### src/core/uoe_map.vh
// Register offsets, field positions, reset values and bus beat size for the OUT endpoint control block
`ifndef UOE_MAP_VH
`define UOE_MAP_VH
// Register byte offsets
`define UOE_OFF_EP0_TSIZE 18'h3CB10
`define UOE_OFF_EP0_DMA 18'h3CB14
`define UOE_OFF_EPX_CTL 18'h3CB20
`define UOE_OFF_EVENTS 18'h3CB28
`define UOE_OFF_EP0_EVENTS 18'h3CB08
// Control register fields
`define UOE_CTL_ENABLE 31
`define UOE_CTL_DISABLE 30
`define UOE_CTL_SET_PID1 29
`define UOE_CTL_SET_PID0 28
`define UOE_CTL_SET_NAK 27
`define UOE_CTL_CLR_NAK 26
`define UOE_CTL_STALL 21
`define UOE_CTL_SNOOP 20
`define UOE_CTL_TYPE_HI 19
`define UOE_CTL_TYPE_LO 18
`define UOE_CTL_NAK 17
`define UOE_CTL_PID 16
// Transfer size fields
`define UOE_TS_SETUP_HI 30
`define UOE_TS_SETUP_LO 29
`define UOE_TS_PKT 19
`define UOE_TS_BYTES_HI 6
`define UOE_TS_BYTES_LO 0
// Event register fields
`define UOE_EV_DONE 0
`define UOE_EV_DISABLED 1
`define UOE_EV_SETUP 3
`define UOE_EV_B2B_SETUP 6
// Endpoint type codes
`define UOE_TYPE_CONTROL 2'h0
`define UOE_TYPE_ISO 2'h1
// Handshake codes
`define UOE_HS_ACK 2'h0
`define UOE_HS_NAK 2'h1
`define UOE_HS_STALL 2'h2
`define UOE_HS_NONE 2'h3
// Reset values and back-to-back SETUP limit
`define UOE_RST_TSIZE 32'h0000_0000
`define UOE_RST_DMA 32'h0000_0000
`define UOE_MAX_SETUP 2'h3
// Bytes moved per system bus transaction
`define UOE_BUS_BEAT 32'h0000_0004
`endif

### src/core/uoe_setup_store.v
// Small memory holding the three most recent SETUP packets of endpoint 0
`timescale 1ns/100ps
module uoe_setup_store #(
	parameter WIDTH = 64,
	parameter DEPTH = 3,
	parameter AW = 2
) (
	// Clock
	input wire aclk,
	input wire aclken,
	// Write side
	input wire wr_en,
	input wire [AW-1:0] wr_addr,
	input wire [WIDTH-1:0] wr_data,
	// Read side
	input wire [AW-1:0] rd_addr,
	output reg [WIDTH-1:0] rd_data
);
	reg [WIDTH-1:0] mem [0:DEPTH-1];

	always @(posedge aclk) begin
		if (aclken) begin
			if (wr_en)
				mem[wr_addr] <= wr_data;
			rd_data <= mem[rd_addr];
		end
	end
endmodule

### src/core/uoe_out_ep_ctrl.v
// OUT endpoint control, transfer size, DMA address and event flag logic
// Notes on behaviour
// RULE1: Disabled flag rises after software disable completes
// RULE2: Done flag needs bus and USB sides finished
// RULE3: Software programs size before enable, reads after
// RULE4: Device owns and updates size while enabled
// RULE5: Two-bit field counts allowed consecutive SETUP packets
// RULE6: Signal endpoint 0 only after byte count consumed
// RULE7: Software may set count to max packet size
// RULE8: Byte count drops per packet moved to memory
// RULE9: DMA address holds start, advances per bus beat
// RULE10: Over three back-to-back SETUPs overwrite stored one
// RULE11: Software writes aligned DMA address only
// RULE12: Enable clears before setup, disabled, done flags
// RULE13: Software enables control endpoint before SETUP storage
// RULE14: Disable only while enabled; cleared before flag
// RULE15: PID-set writes load the PID parity field
// RULE16: Software sets first PID after activation
// RULE17: Set and clear NAK; device sets after SETUP
// RULE18: NAK state refuses OUT data despite room
// RULE19: STALL beats NAK; only software clears (code ignores STALL on ISO type; on control type only a SETUP token clears it)
// RULE20: Control endpoint SETUP token clears STALL
// RULE21: SETUP data always answered with ACK
// RULE22: Snoop mode stores packets without checking them
`timescale 1ns/100ps
`include "uoe_map.vh"
module uoe_out_ep_ctrl #(
	parameter SETUP_WIDTH = 64
) (
	// Clock and reset
	input wire aclk,
	input wire aresetn,
	input wire aclken,
	// AXI4-Lite write address
	input wire [17:0] s_axi_awaddr,
	input wire s_axi_awvalid,
	output wire s_axi_awready,
	// AXI4-Lite write data
	input wire [31:0] s_axi_wdata,
	input wire [3:0] s_axi_wstrb,
	input wire s_axi_wvalid,
	output wire s_axi_wready,
	// AXI4-Lite write response
	output reg [1:0] s_axi_bresp,
	output reg s_axi_bvalid,
	input wire s_axi_bready,
	// AXI4-Lite read address
	input wire [17:0] s_axi_araddr,
	input wire s_axi_arvalid,
	output wire s_axi_arready,
	// AXI4-Lite read data
	output reg [31:0] s_axi_rdata,
	output reg [1:0] s_axi_rresp,
	output reg s_axi_rvalid,
	input wire s_axi_rready,
	// USB packet engine, endpoint 0 (same clock)
	input wire ep0_setup_rx,
	input wire [SETUP_WIDTH-1:0] ep0_setup_data,
	input wire ep0_beat,
	input wire ep0_pkt_stored,
	input wire [6:0] ep0_pkt_bytes,
	input wire ep0_usb_done,
	// USB packet engine, endpoint x (same clock)
	input wire epx_setup_token,
	input wire epx_out_data,
	input wire epx_disable_ack,
	input wire epx_xfer_done,
	output reg [1:0] epx_handshake,
	output reg epx_snoop,
	output reg epx_pid,
	// SETUP store readback
	input wire [1:0] ep0_setup_rd_idx,
	output wire [SETUP_WIDTH-1:0] ep0_setup_rd_data
);
	// ----------------------------------------------------------------
	// Register state
	// ----------------------------------------------------------------
	reg [1:0] setup_cnt_reg, b2b_run_reg, setup_wr_reg, type_reg;
	reg [6:0] bytes_reg;
	reg [31:0] dma_reg;
	reg pkt_cnt_reg, ep0_enable_reg, ep0_done_reg, ep0_setup_ev_reg;
	reg ep0_b2b_reg, enable_reg, disable_reg, nak_reg, stall_reg;
	reg snoop_reg, pid_reg, done_ev_reg, dis_ev_reg, setup_ev_reg;

	// ----------------------------------------------------------------
	// AXI4-Lite handshake
	// ----------------------------------------------------------------
	reg [17:0] awaddr_reg;
	reg aw_held_reg;
	reg [31:0] wdata_reg;
	reg [3:0] wstrb_reg;
	reg w_held_reg;
	wire wr_fire, rd_fire;
	wire [31:0] wd;

	// Address and data are taken in either order, then one write fires
	// Readies drop with the enable so no beat is lost while frozen
	assign s_axi_awready = aclken && !aw_held_reg && !s_axi_bvalid;
	assign s_axi_wready = aclken && !w_held_reg && !s_axi_bvalid;
	assign wr_fire = aclken && aw_held_reg && w_held_reg && !s_axi_bvalid;
	assign s_axi_arready = aclken && !s_axi_rvalid;
	assign rd_fire = aclken && s_axi_arvalid && s_axi_arready;
	assign wd = wdata_reg & {{8{wstrb_reg[3]}}, {8{wstrb_reg[2]}},
		{8{wstrb_reg[1]}}, {8{wstrb_reg[0]}}};

	function is_reg;
		input [17:0] a;
		input [17:0] off;
		begin
			is_reg = (a[17:2] == off[17:2]);
		end
	endfunction

	wire w_ctl = wr_fire && is_reg(awaddr_reg, `UOE_OFF_EPX_CTL);
	wire w_ts = wr_fire && is_reg(awaddr_reg, `UOE_OFF_EP0_TSIZE);
	wire w_dma = wr_fire && is_reg(awaddr_reg, `UOE_OFF_EP0_DMA);
	wire w_ev = wr_fire && is_reg(awaddr_reg, `UOE_OFF_EVENTS);
	wire w_ev0 = wr_fire && is_reg(awaddr_reg, `UOE_OFF_EP0_EVENTS);
	wire w_map = w_ctl || w_ts || w_dma || w_ev || w_ev0;

	always @(posedge aclk) begin
		if (!aresetn) begin
			aw_held_reg <= 1'b0;
			w_held_reg <= 1'b0;
			awaddr_reg <= 18'h00000;
			wdata_reg <= 32'h0000_0000;
			wstrb_reg <= 4'h0;
			s_axi_bvalid <= 1'b0;
			s_axi_bresp <= 2'h0;
		end else if (aclken) begin
			if (s_axi_awvalid && s_axi_awready) begin
				aw_held_reg <= 1'b1;
				awaddr_reg <= s_axi_awaddr;
			end
			if (s_axi_wvalid && s_axi_wready) begin
				w_held_reg <= 1'b1;
				wdata_reg <= s_axi_wdata;
				wstrb_reg <= s_axi_wstrb;
			end
			if (wr_fire) begin
				aw_held_reg <= 1'b0;
				w_held_reg <= 1'b0;
				s_axi_bvalid <= 1'b1;
				s_axi_bresp <= w_map ? 2'h0 : 2'h3;
			end else if (s_axi_bvalid && s_axi_bready) begin
				s_axi_bvalid <= 1'b0;
			end
		end
	end

	// ----------------------------------------------------------------
	// Endpoint 0 transfer size, DMA address and events
	// ----------------------------------------------------------------
	wire [6:0] bytes_left = (ep0_pkt_bytes >= bytes_reg) ? 7'h00 :
		bytes_reg - ep0_pkt_bytes;
	// Both sides must be finished before the transfer counts as done
	wire ep0_finish = ep0_enable_reg && ep0_usb_done &&
		(bytes_reg == 7'h00) && !ep0_pkt_stored; // [RULE2] [RULE6]
	wire [1:0] next_wr = (setup_wr_reg == 2'h2) ? 2'h0 : setup_wr_reg + 2'h1;

	always @(posedge aclk) begin
		if (!aresetn) begin
			setup_cnt_reg <= 2'h0;
			pkt_cnt_reg <= 1'b0;
			bytes_reg <= 7'h00;
			dma_reg <= `UOE_RST_DMA;
			ep0_enable_reg <= 1'b0;
			ep0_done_reg <= 1'b0;
			ep0_setup_ev_reg <= 1'b0;
			ep0_b2b_reg <= 1'b0;
			b2b_run_reg <= 2'h0;
			setup_wr_reg <= 2'h0;
		end else if (aclken) begin
			// Software owns the size only while the endpoint is idle
			if (w_ts && !ep0_enable_reg) begin // [RULE3]
				setup_cnt_reg <= wd[`UOE_TS_SETUP_HI:`UOE_TS_SETUP_LO]; // [RULE5]
				pkt_cnt_reg <= wd[`UOE_TS_PKT];
				bytes_reg <= wd[`UOE_TS_BYTES_HI:`UOE_TS_BYTES_LO];
				ep0_enable_reg <= 1'b1;
			end
			if (w_dma)
				dma_reg <= {wd[31:2], 2'b00};
			else if (ep0_beat && ep0_enable_reg)
				dma_reg <= dma_reg + `UOE_BUS_BEAT; // [RULE9]
			if (ep0_pkt_stored && ep0_enable_reg) begin // [RULE4]
				bytes_reg <= bytes_left; // [RULE8]
				pkt_cnt_reg <= 1'b0;
			end
			if (ep0_setup_rx && ep0_enable_reg) begin
				if (setup_cnt_reg != 2'h0)
					setup_cnt_reg <= setup_cnt_reg - 2'h1; // [RULE5]
				// Past three in a row the oldest slot is reused
				setup_wr_reg <= next_wr; // [RULE10]
				if (b2b_run_reg == `UOE_MAX_SETUP)
					ep0_b2b_reg <= 1'b1;
				else
					b2b_run_reg <= b2b_run_reg + 2'h1;
				ep0_setup_ev_reg <= 1'b1;
				ep0_enable_reg <= 1'b0; // [RULE12]
			end else if (ep0_pkt_stored) begin
				b2b_run_reg <= 2'h0;
			end
			if (ep0_finish) begin
				ep0_enable_reg <= 1'b0; // [RULE12]
				ep0_done_reg <= 1'b1;
			end
			// Set wins over a clear in the same cycle
			if (w_ev0) begin
				if (wd[`UOE_EV_DONE] && !ep0_finish)
					ep0_done_reg <= 1'b0;
				if (wd[`UOE_EV_SETUP] && !ep0_setup_rx)
					ep0_setup_ev_reg <= 1'b0;
				if (wd[`UOE_EV_B2B_SETUP] && !ep0_setup_rx)
					ep0_b2b_reg <= 1'b0;
			end
		end
	end

	uoe_setup_store #(
		.WIDTH(SETUP_WIDTH),
		.DEPTH(3),
		.AW(2)
	) u_store (
		.aclk(aclk),
		.aclken(aclken),
		.wr_en(ep0_setup_rx && ep0_enable_reg), // [RULE10]
		.wr_addr(setup_wr_reg),
		.wr_data(ep0_setup_data),
		.rd_addr(ep0_setup_rd_idx),
		.rd_data(ep0_setup_rd_data)
	);

	// ----------------------------------------------------------------
	// Endpoint x control register
	// ----------------------------------------------------------------
	wire is_ctrl = (type_reg == `UOE_TYPE_CONTROL);
	wire dis_finish = disable_reg && epx_disable_ack;
	wire xfer_finish = enable_reg && epx_xfer_done;
	wire setup_hit = epx_setup_token && is_ctrl;

	always @(posedge aclk) begin
		if (!aresetn) begin
			enable_reg <= 1'b0;
			disable_reg <= 1'b0;
			nak_reg <= 1'b0;
			stall_reg <= 1'b0;
			snoop_reg <= 1'b0;
			type_reg <= `UOE_TYPE_CONTROL;
			pid_reg <= 1'b0;
			done_ev_reg <= 1'b0;
			dis_ev_reg <= 1'b0;
			setup_ev_reg <= 1'b0;
		end else if (aclken) begin
			if (w_ctl) begin
				if (wd[`UOE_CTL_ENABLE])
					enable_reg <= 1'b1;
				if (wd[`UOE_CTL_DISABLE] && enable_reg) // [RULE14]
					disable_reg <= 1'b1;
				if (wd[`UOE_CTL_SET_PID1])
					pid_reg <= 1'b1; // [RULE15]
				else if (wd[`UOE_CTL_SET_PID0])
					pid_reg <= 1'b0; // [RULE15]
				if (wd[`UOE_CTL_SET_NAK])
					nak_reg <= 1'b1; // [RULE17]
				else if (wd[`UOE_CTL_CLR_NAK])
					nak_reg <= 1'b0; // [RULE17]
				if (wd[`UOE_CTL_STALL])
					stall_reg <= 1'b1;
				else if (!is_ctrl)
					stall_reg <= 1'b0; // [RULE19]
				snoop_reg <= wd[`UOE_CTL_SNOOP];
				type_reg <= wd[`UOE_CTL_TYPE_HI:`UOE_CTL_TYPE_LO];
			end
			if (setup_hit) begin
				stall_reg <= 1'b0; // [RULE20]
				nak_reg <= 1'b1; // [RULE17]
				enable_reg <= 1'b0; // [RULE12]
				setup_ev_reg <= 1'b1;
			end
			if (dis_finish) begin
				enable_reg <= 1'b0; // [RULE12]
				disable_reg <= 1'b0; // [RULE14]
				dis_ev_reg <= 1'b1; // [RULE1]
			end else if (xfer_finish) begin
				enable_reg <= 1'b0; // [RULE12]
				done_ev_reg <= 1'b1; // [RULE2]
			end
			if (w_ev) begin
				if (wd[`UOE_EV_DONE] && !(xfer_finish && !dis_finish))
					done_ev_reg <= 1'b0;
				if (wd[`UOE_EV_DISABLED] && !dis_finish)
					dis_ev_reg <= 1'b0;
				if (wd[`UOE_EV_SETUP] && !setup_hit)
					setup_ev_reg <= 1'b0;
			end
		end
	end

	// ----------------------------------------------------------------
	// Handshake to the packet engine
	// ----------------------------------------------------------------
	always @(posedge aclk) begin
		if (!aresetn) begin
			epx_handshake <= `UOE_HS_NONE;
			epx_snoop <= 1'b0;
			epx_pid <= 1'b0;
		end else if (aclken) begin
			epx_snoop <= snoop_reg; // [RULE22]
			epx_pid <= pid_reg;
			if (epx_setup_token)
				epx_handshake <= `UOE_HS_ACK; // [RULE21]
			else if (!epx_out_data)
				epx_handshake <= `UOE_HS_NONE;
			else if (stall_reg && type_reg != `UOE_TYPE_ISO)
				epx_handshake <= `UOE_HS_STALL; // [RULE19]
			else if (nak_reg || !enable_reg)
				epx_handshake <= `UOE_HS_NAK; // [RULE18]
			else
				epx_handshake <= `UOE_HS_ACK;
		end
	end

	// ----------------------------------------------------------------
	// Read path
	// ----------------------------------------------------------------
	reg [31:0] rd_mux;
	reg rd_ok;
	always @* begin
		rd_mux = 32'h0000_0000;
		rd_ok = 1'b1;
		if (is_reg(s_axi_araddr, `UOE_OFF_EP0_TSIZE))
			rd_mux = {1'b0, setup_cnt_reg, 9'h000, pkt_cnt_reg,
				12'h000, bytes_reg};
		else if (is_reg(s_axi_araddr, `UOE_OFF_EP0_DMA))
			rd_mux = dma_reg;
		else if (is_reg(s_axi_araddr, `UOE_OFF_EPX_CTL))
			rd_mux = {enable_reg, disable_reg, 8'h00, stall_reg,
				snoop_reg, type_reg, nak_reg, pid_reg, 16'h0000};
		else if (is_reg(s_axi_araddr, `UOE_OFF_EVENTS))
			rd_mux = {28'h0000000, setup_ev_reg, 1'b0, dis_ev_reg,
				done_ev_reg};
		else if (is_reg(s_axi_araddr, `UOE_OFF_EP0_EVENTS))
			rd_mux = {25'h0000000, ep0_b2b_reg, 2'h0, ep0_setup_ev_reg,
				2'h0, ep0_done_reg};
		else
			rd_ok = 1'b0;
	end

	always @(posedge aclk) begin
		if (!aresetn) begin
			s_axi_rvalid <= 1'b0;
			s_axi_rdata <= 32'h0000_0000;
			s_axi_rresp <= 2'h0;
		end else if (aclken) begin
			if (rd_fire) begin
				s_axi_rvalid <= 1'b1;
				s_axi_rdata <= rd_mux;
				s_axi_rresp <= rd_ok ? 2'h0 : 2'h3;
			end else if (s_axi_rvalid && s_axi_rready) begin
				s_axi_rvalid <= 1'b0;
			end
		end
	end
endmodule

### config.mk
export PLATFORM = sky130hd
export DESIGN_NAME = uoe_out_ep_ctrl
export DESIGN_NICKNAME = d
export VERILOG_FILES = /design/src/core/uoe_setup_store.v /design/src/core/uoe_out_ep_ctrl.v
export VERILOG_INCLUDE_DIRS = /design/src /design/src/core
export SDC_FILE = /design/constraint.sdc
export NUM_CORES = 1
export LEC_CHECK = 0
export BUFFER_PORTS_ARGS = -buffer_cell sky130_fd_sc_hd__buf_2
export CORE_MARGIN = 8
export CORE_UTILIZATION = 61
export DETAILED_ROUTE_END_ITERATION = 16
export GPL_ROUTABILITY_DRIVEN = 0
export GPL_TIMING_DRIVEN = 0
export PLACE_DENSITY_LB_ADDON = 0.3
export SYNTH_ARGS = -nofsm -noshare
export SYNTH_HDL_FRONTEND = slang
export SYNTH_SLANG_ARGS = --single-unit
### constraint.sdc
create_clock -name aclk -period 11.9 [get_ports aclk]
set_input_delay 0.595 -clock aclk [delete_from_list [all_inputs] [get_ports aclk]]
set_output_delay 0.595 -clock aclk [all_outputs]
set_load 0.005 [all_outputs]
==> results of run 1 <==
through the flow:
| stage | hold WS [ns] | setup slack (ns) | utilization [%] | area (µm²) |
|---|---|---|---|---|
| 3_3_place_gp | 0.4377 | 0.2625 | 67.80 | 18070 |
| 5_1_grt | 0.2496 | 8.616 | 73.90 | 19690 |
| 6_report | 0.2599 | 8.728 | 73.90 | 19690 |
| 4_1_cts | 0.2462 | 8.776 | 73.89 | 19690 |
| 2_1_floorplan | 0.4311 | 5.362 | - | 16330 |
| 3_5_place_dp | 0.4415 | 8.223 | 68.83 | 18340 |
cell families (layout without fill, tap and decap cells):
group / count (synthesis) / in the layout
other: 0 / 1
buffers and inverters: 113 / 470
xor gates and xnor gates: 3 / 3
and+or+nand+nor: 472 / 472
adders and majority gates: 11 / 11
DFF: 409 / 409
AOI/OAI and AO/OA: 352 / 352
muxes: 72 / 72
cell usage after synthesis (4+ instances only):
cell type	number
a211oi_1	4
a21o_1	4
a21oi_1	132
a221oi_1	12
a311oi_1	5
a31oi_1	18
and2_1	6
and3_1	13
buf_1	10
buf_2	8
buf_4	7
clkbuf_1	63
dfxtp_1	153
edfxtp_1	256
ha_1	10
inv_1	22
mux2i_1	69
nand2_1	254
nand3_1	54
nand4_1	16
nand4b_1	4
nor2_1	65
nor2b_1	4
nor3_1	17
nor3b_1	4
nor4_1	5
o21a_1	4
o21ai_0	127
o22ai_1	5
o31ai_1	7
or2_2	4
or3_1	6
routing by layer:
| layer | vias to the layer above | track usage (%) | routed length, µm |
|---|---|---|---|
| met5 | - | 0 | 0 |
| met4 | 0 | 10.84 | 1788 |
| met3 | 135 | 5.202 | 4156 |
| met2 | 760 | 45.18 | 21670 |
| met1 | 5954 | 32.83 | 16800 |
| li1 | 5883 | - | - |
layout make-up:
class | count | area (µm²) | share of cell area, %
repair buffers | 284 | 1575 | 7.999
inverters | 22 | 82.58 | 0.4193
clock buffers | 52 | 1109 | 5.629
clock inverters | 21 | 240.2 | 1.220
flip-flops and latches | 409 | 10750 | 54.59
plain buffers | 91 | 400.4 | 2.033
multi-input cells | 910 | 5107 | 25.93
diodes | 1 | 2.502 | 0.01271
well taps | 341 | 426.7 | 2.166
worst paths after layout:
path / end / slack [ns] / cells after the start
hold reg to reg: s_axi_rdata[23] / 0.45 / 2
hold / removal: u_store.mem[1][60] / 0.26 / 1
setup / recovery: u_store.mem[1][17] / 8.73 / 8
setup reg to reg: u_store.mem[1][17] / 8.78 / 8
power breakdown:
group / internal (W) / switching, W / total [W]
clock: 0.000769 / 0.000516 / 0.00128
sequential: 0.00153 / 0.0000142 / 0.00155
combinational: 0.0000589 / 0.0000960 / 0.000155
total: 0.00236 / 0.000627 / 0.00299
==> flow_summary.yaml, run 1 <==
floorplan:
  core_area_um2: 26650
  placementRows: 60
  die_w_um: 179.6
  start_util_pct: 61.26
  design.die.area_um2: 32250
  pin_count: 270
  dieHeight_um: 179.6
synthesis:
  synthAdderAreaFrac_pct: 0.8890
  syn_inst: 1432
  yosys_most_used_dff: "edfxtp_1"
  yosys_warnings: 0
  synth_top_family_by_area: "simple AND/OR/NAND/NOR gates"
  synth_compound_area_share_pct: 12.50
  synth_seq_area_share_pct: 65.85
  synth_area_leaders: "edfxtp_1, dfxtp_1, nand2_1"
  synth.area.mux_share_pct: 4.437
  synth_edf_count: 256
  ys_seq_elements: 409
  synth.avg_cell_area_um2: 11.40
  syn_area_um2: 16330
  synth_top_area_share_pct: 47.09
  yosysUniqueCellTypes: 68
  synth-simple-area-share_pct: 13.21
  synth_xor_xnor_area_share_pct: 0.1609
  yosysTopAreaCell: "edfxtp_1"
  async_flop_share_pct: 0
  syn_nets: 1604
route:
  ant_nets: 0
  vias: 12730
  detail_route.first_pass.iterations: 6
  drc: 0
  wl_per_cell_um: 20.84
  wl_mm: 44.42
  vias_per_cell: 5.975
  dr.first_iter.drc_count: 1174
critical_path:
  path_class: "input pin to register"
  max_stage_delay_ns: 0.89
  cp.required_ns: 12.12
  cp-start-kind: "input pin"
  cp-end-kind: "register"
  path_max_fanout: 11
  cpMostUsedCell: "buf_6"
  r2r-start: "ep0_enable_reg"
  crit_path_start: "aclken"
  crit_family: "buffers and inverters"
  cp_slowest_cell: "nor3b_2"
  worstPathArrival_ns: 3.40
  crit_chain: "buf_4 > buf_4 > clkbuf_1 > nand2_1 > nor3b_2 > buf_6 > buf_6 > buf_6"
  critical_path_buf_inv_count: 6
sta:
  tightest_slew_ns: 0.9753
  max_slew_margin_pct: 34.70
  fin_worst_skew_ns: 0.02085
  max_freq_mhz: 315.3
  tns_ns: 0
  slew_viol_final: 0
  rsz0062_at_grt: "no"
  setup_viol: 0
  finalHoldViolCount: 0
  min_period_over_period_pct: 26.65
  finalCriticalPeriod_ns: 3.172
clocking:
  clock_path_buffers: 3
  path_clk_slew_ns: 0.06
  postCtsHoldBufs: 0
  post_cts_resized: 0
  cts_root_buf: "clkbuf_16"
  clock_latency_ns: 0.53
  h-tree-depth: 2
  postCtsSetupRepairBufs: 0
  cts_sinks: 409
  cts_tree: "yes"
  numCtsBuffers: 41
finish:
  layout_common_cells: "buf_2, edfxtp_1, nand2_1"
  stdcell_count: 2131
  area_growth_pct: 20.63
  drive_gt1_share_pct: 21.63
  fill_cells: 1805
  final_common_cell: "buf_2"
  largest_reg_flops: 192
  fin_nets: 1931
  top_register: "u_store.mem"
  reg_top3: "u_store.mem (192), u_store.rd_data (64)"
power:
  p_leak_nw: 7.510
  total_power_w: 0.002985
  vdd_drop_max_uv: 88.44
  power-per-cell-area_nw_per_um2: 151.6
placement:
  dpl.hpwl_mm: 32.06
  dp_cells: 2057
  port-buffer-count: 263
global_route:
  grt_max_degree: 65
  grt_pass1_wl_mm: 68.63
  track_usage_pct: 26.51
  grt_antenna_before_repair: 1
  grt_pass1_vias: 12670
  overflow: 0
worst_hold_path:
  holdCritStartpoint: "ep0_setup_data[60]"
  hold_path_class: "input pin to register"
status:
  status: "complete, no violations"
run:
  maxCapViolCount: 0
Note: power is estimated with default switching activity, not from simulation.
==> inputs of run 2 (changes only) <==
--- a/config.mk
+++ b/config.mk
@@ -8,7 +8,7 @@
 export LEC_CHECK = 0
 export BUFFER_PORTS_ARGS = -buffer_cell sky130_fd_sc_hd__buf_2
 export CORE_MARGIN = 8
-export CORE_UTILIZATION = 61
+export CORE_UTILIZATION = 51
 export DETAILED_ROUTE_END_ITERATION = 16
 export GPL_ROUTABILITY_DRIVEN = 0
 export GPL_TIMING_DRIVEN = 0
==> constraint.sdc (replaced) <==
create_clock -name aclk -period 2.7 [get_ports aclk]
set_input_delay 0.135 -clock aclk [delete_from_list [all_inputs] [get_ports aclk]]
set_output_delay 0.135 -clock aclk [all_outputs]
set_load 0.005 [all_outputs]
==> run 2 against run 1 <==
Effect of this change: first-iteration DRC count up 6.8%; die area is 18% higher; total power grew to 4.3 times the previous value; sequential power grew to 4.4 times the previous value; worst hold slack worse by 0.24 ns; largest power group unchanged; highest routed layer is now met5.
==> flow_summary.yaml, run 2 (synthesis gave the netlist of run 1 again) <==
floorplan:
  design.die.area_um2: 37990
  placementRows: 65
  pin_count: 270
  start_util_pct: 51.74
  dieHeight_um: 194.9
  core_area_um2: 31560
  die_w_um: 194.9
finish:
  fin_util_pct: 66.61
  stdcell_count: 2306
  layout_common_cells: "buf_2, edfxtp_1, nand2_1"
  area_growth_pct: 28.74
  fin_area_um2: 21020
  reg_top3: "u_store.mem (192), u_store.rd_data (64)"
  drive_gt1_share_pct: 20.07
  fin_nets: 2048
  final_common_cell: "buf_2"
  largest_reg_flops: 192
  top_register: "u_store.mem"
  fill_cells: 2271
route:
  drc: 0
  wl_per_cell_um: 20.58
  ant_nets: 0
  wl_mm: 47.45
  vias_per_cell: 5.743
  vias: 13240
  detail_route.first_pass.iterations: 6
  dr.first_iter.drc_count: 1254
critical_path:
  crit_family: "simple AND/OR/NAND/NOR gates"
  path_class: "register to register"
  crit_chain: "or3b_4 > nor4b_4 > nand3_2 > a21boi_2 > nand2_1 > o21ai_0"
  path_max_fanout: 7
  critical_path_buf_inv_count: 0
  max_stage_delay_ns: 0.41
  worstPathArrival_ns: 2.90
  cp.required_ns: 3.13
  cp_slowest_cell: "or3b_4"
  cp-end-kind: "register"
  cp-start-kind: "register"
sta:
  tightest_slew_ns: 0.8932
  max_slew_margin_pct: 40.45
  max_freq_mhz: 404.3
  min_period_over_period_pct: 91.62
  setup_viol: 0
  slew_viol_final: 0
  finalCriticalPeriod_ns: 2.474
  rsz0062_at_grt: "no"
  fin_worst_skew_ns: 0.01917
  finalHoldViolCount: 0
  hold_ws_ns: 0.02207
power:
  vdd_drop_max_uv: 555.5
  p_leak_nw: 7.981
  power-per-cell-area_nw_per_um2: 614.8
placement:
  dp_cells: 2111
  port-buffer-count: 263
  place_area_um2: 18530
  dpl.hpwl_mm: 32.51
global_route:
  grt_pass1_vias: 13200
  overflow: 0
  track_usage_pct: 24.19
  grt_antenna_before_repair: 4
  grt_pass1_wl_mm: 73.40
  grt_max_degree: 52
clocking:
  cts_sinks: 409
  path_clk_slew_ns: 0.06
  cts_tree: "yes"
  h-tree-depth: 2
  cts_root_buf: "clkbuf_16"
  clock_path_buffers: 3
  numCtsBuffers: 41
  clock_latency_ns: 0.53
status:
  status: "complete, no violations"
worst_hold_path:
  hold_path_class: "input pin to register"
run:
  maxCapViolCount: 0
-- run 2: cell types whose count changed in the layout (fill, tap and decap cells not counted), moves of 2 or more --
| cell | before | now |
|---|---|---|
| dlygate4sd3_1 | 0 | 125 |
| buf_6 | 20 | 4 |
| buf_16 | 1 | 8 |
| bufinv_16 | 5 | 0 |
| buf_8 | 2 | 6 |
| clkbuf_8 | 2 | 5 |
| clkbuf_1 | 71 | 69 |
| clkinv_1 | 6 | 4 |
| inv_6 | 0 | 2 |
| nor3b_2 | 2 | 0 |
| nor3b_4 | 0 | 2 |
-- run 2: what timing repair did --
| action | 4_1_cts | 5_1_grt |
|---|---|---|
| resized for setup | 0 | 0 |
| setup endpoints to repair | 12 | 0 |
| hold buffers | 125 | 0 |
| hold endpoints to repair | 254 | 0 |
| setup buffers | 0 | 0 |
-- run 2: metrics by stage --
step	worst slack, ns	total power (W)	TNS, ns
6_report	0.2263	0.01292	0
5_1_grt	0.1151	0.01334	0
4_1_cts	0.2605	0.01297	0
3_5_place_dp	-0.6898	0.007623	-66.68
3_3_place_gp	-3.233	0.007601	-691.02
2_1_floorplan	-0.1987	0.007234	-27.99
-- run 2: worst reg2reg max path: stages (launching register included) --
cell,delay (ns)
dfxtp_1,0.37
or3b_4,0.41
nor4b_4,0.36
nand3_2,0.25
a21boi_2,0.41
nand2_1,0.28
o21ai_0,0.31
-- run 2: layout make-up --
| cell class | count | area, µm² | area share, % |
|---|---|---|---|
| Sequential cell | 409 | 10750 | 51.15 |
| Multi-Input combinational cell | 910 | 5145 | 24.48 |
| Timing Repair Buffer | 402 | 2880 | 13.70 |
| Clock buffer | 55 | 1161 | 5.524 |
| Tap cell | 402 | 503.0 | 2.393 |
| Buffer | 90 | 412.9 | 1.965 |
| Inverter | 22 | 82.58 | 0.3929 |
| Clock inverter | 15 | 78.83 | 0.3750 |
| Antenna cell | 1 | 2.502 | 0.01191 |
-- run 2: per-layer routing --
metal  share of wire [%]  wire, µm  vias up  GRT usage, %
met5               0.084        40        -             0
met4                 3.3      1578        6         8.366
met3                 9.0      4272      128         5.061
met2                  49     23140      705         41.42
met1                  39     18420     6268         30.05
li1                    -         -     6137             -
-- run 2: worst paths after layout --
path | from | to | cells after the start | slack, ns
setup reg to reg | awaddr_reg[5] | dma_reg[31] | 6 | 0.23
setup / recovery | awaddr_reg[5] | dma_reg[31] | 6 | 0.23
hold reg to reg | s_axi_rdata[9] | s_axi_rdata[9] | 2 | 0.45
hold / removal | aclken | u_store.rd_data[49] | 1 | 0.02
-- run 2: power by group --
| group | internal (W) | switching, W | leakage, nW | total, W |
|---|---|---|---|---|
| combinational | 0.000378 | 0.000467 | 3.76 | 0.000844 |
| sequential | 0.00675 | 0.0000655 | 3.60 | 0.00681 |
| clock | 0.00301 | 0.00225 | 0.616 | 0.00526 |
| total | 0.0101 | 0.00279 | 7.98 | 0.0129 |
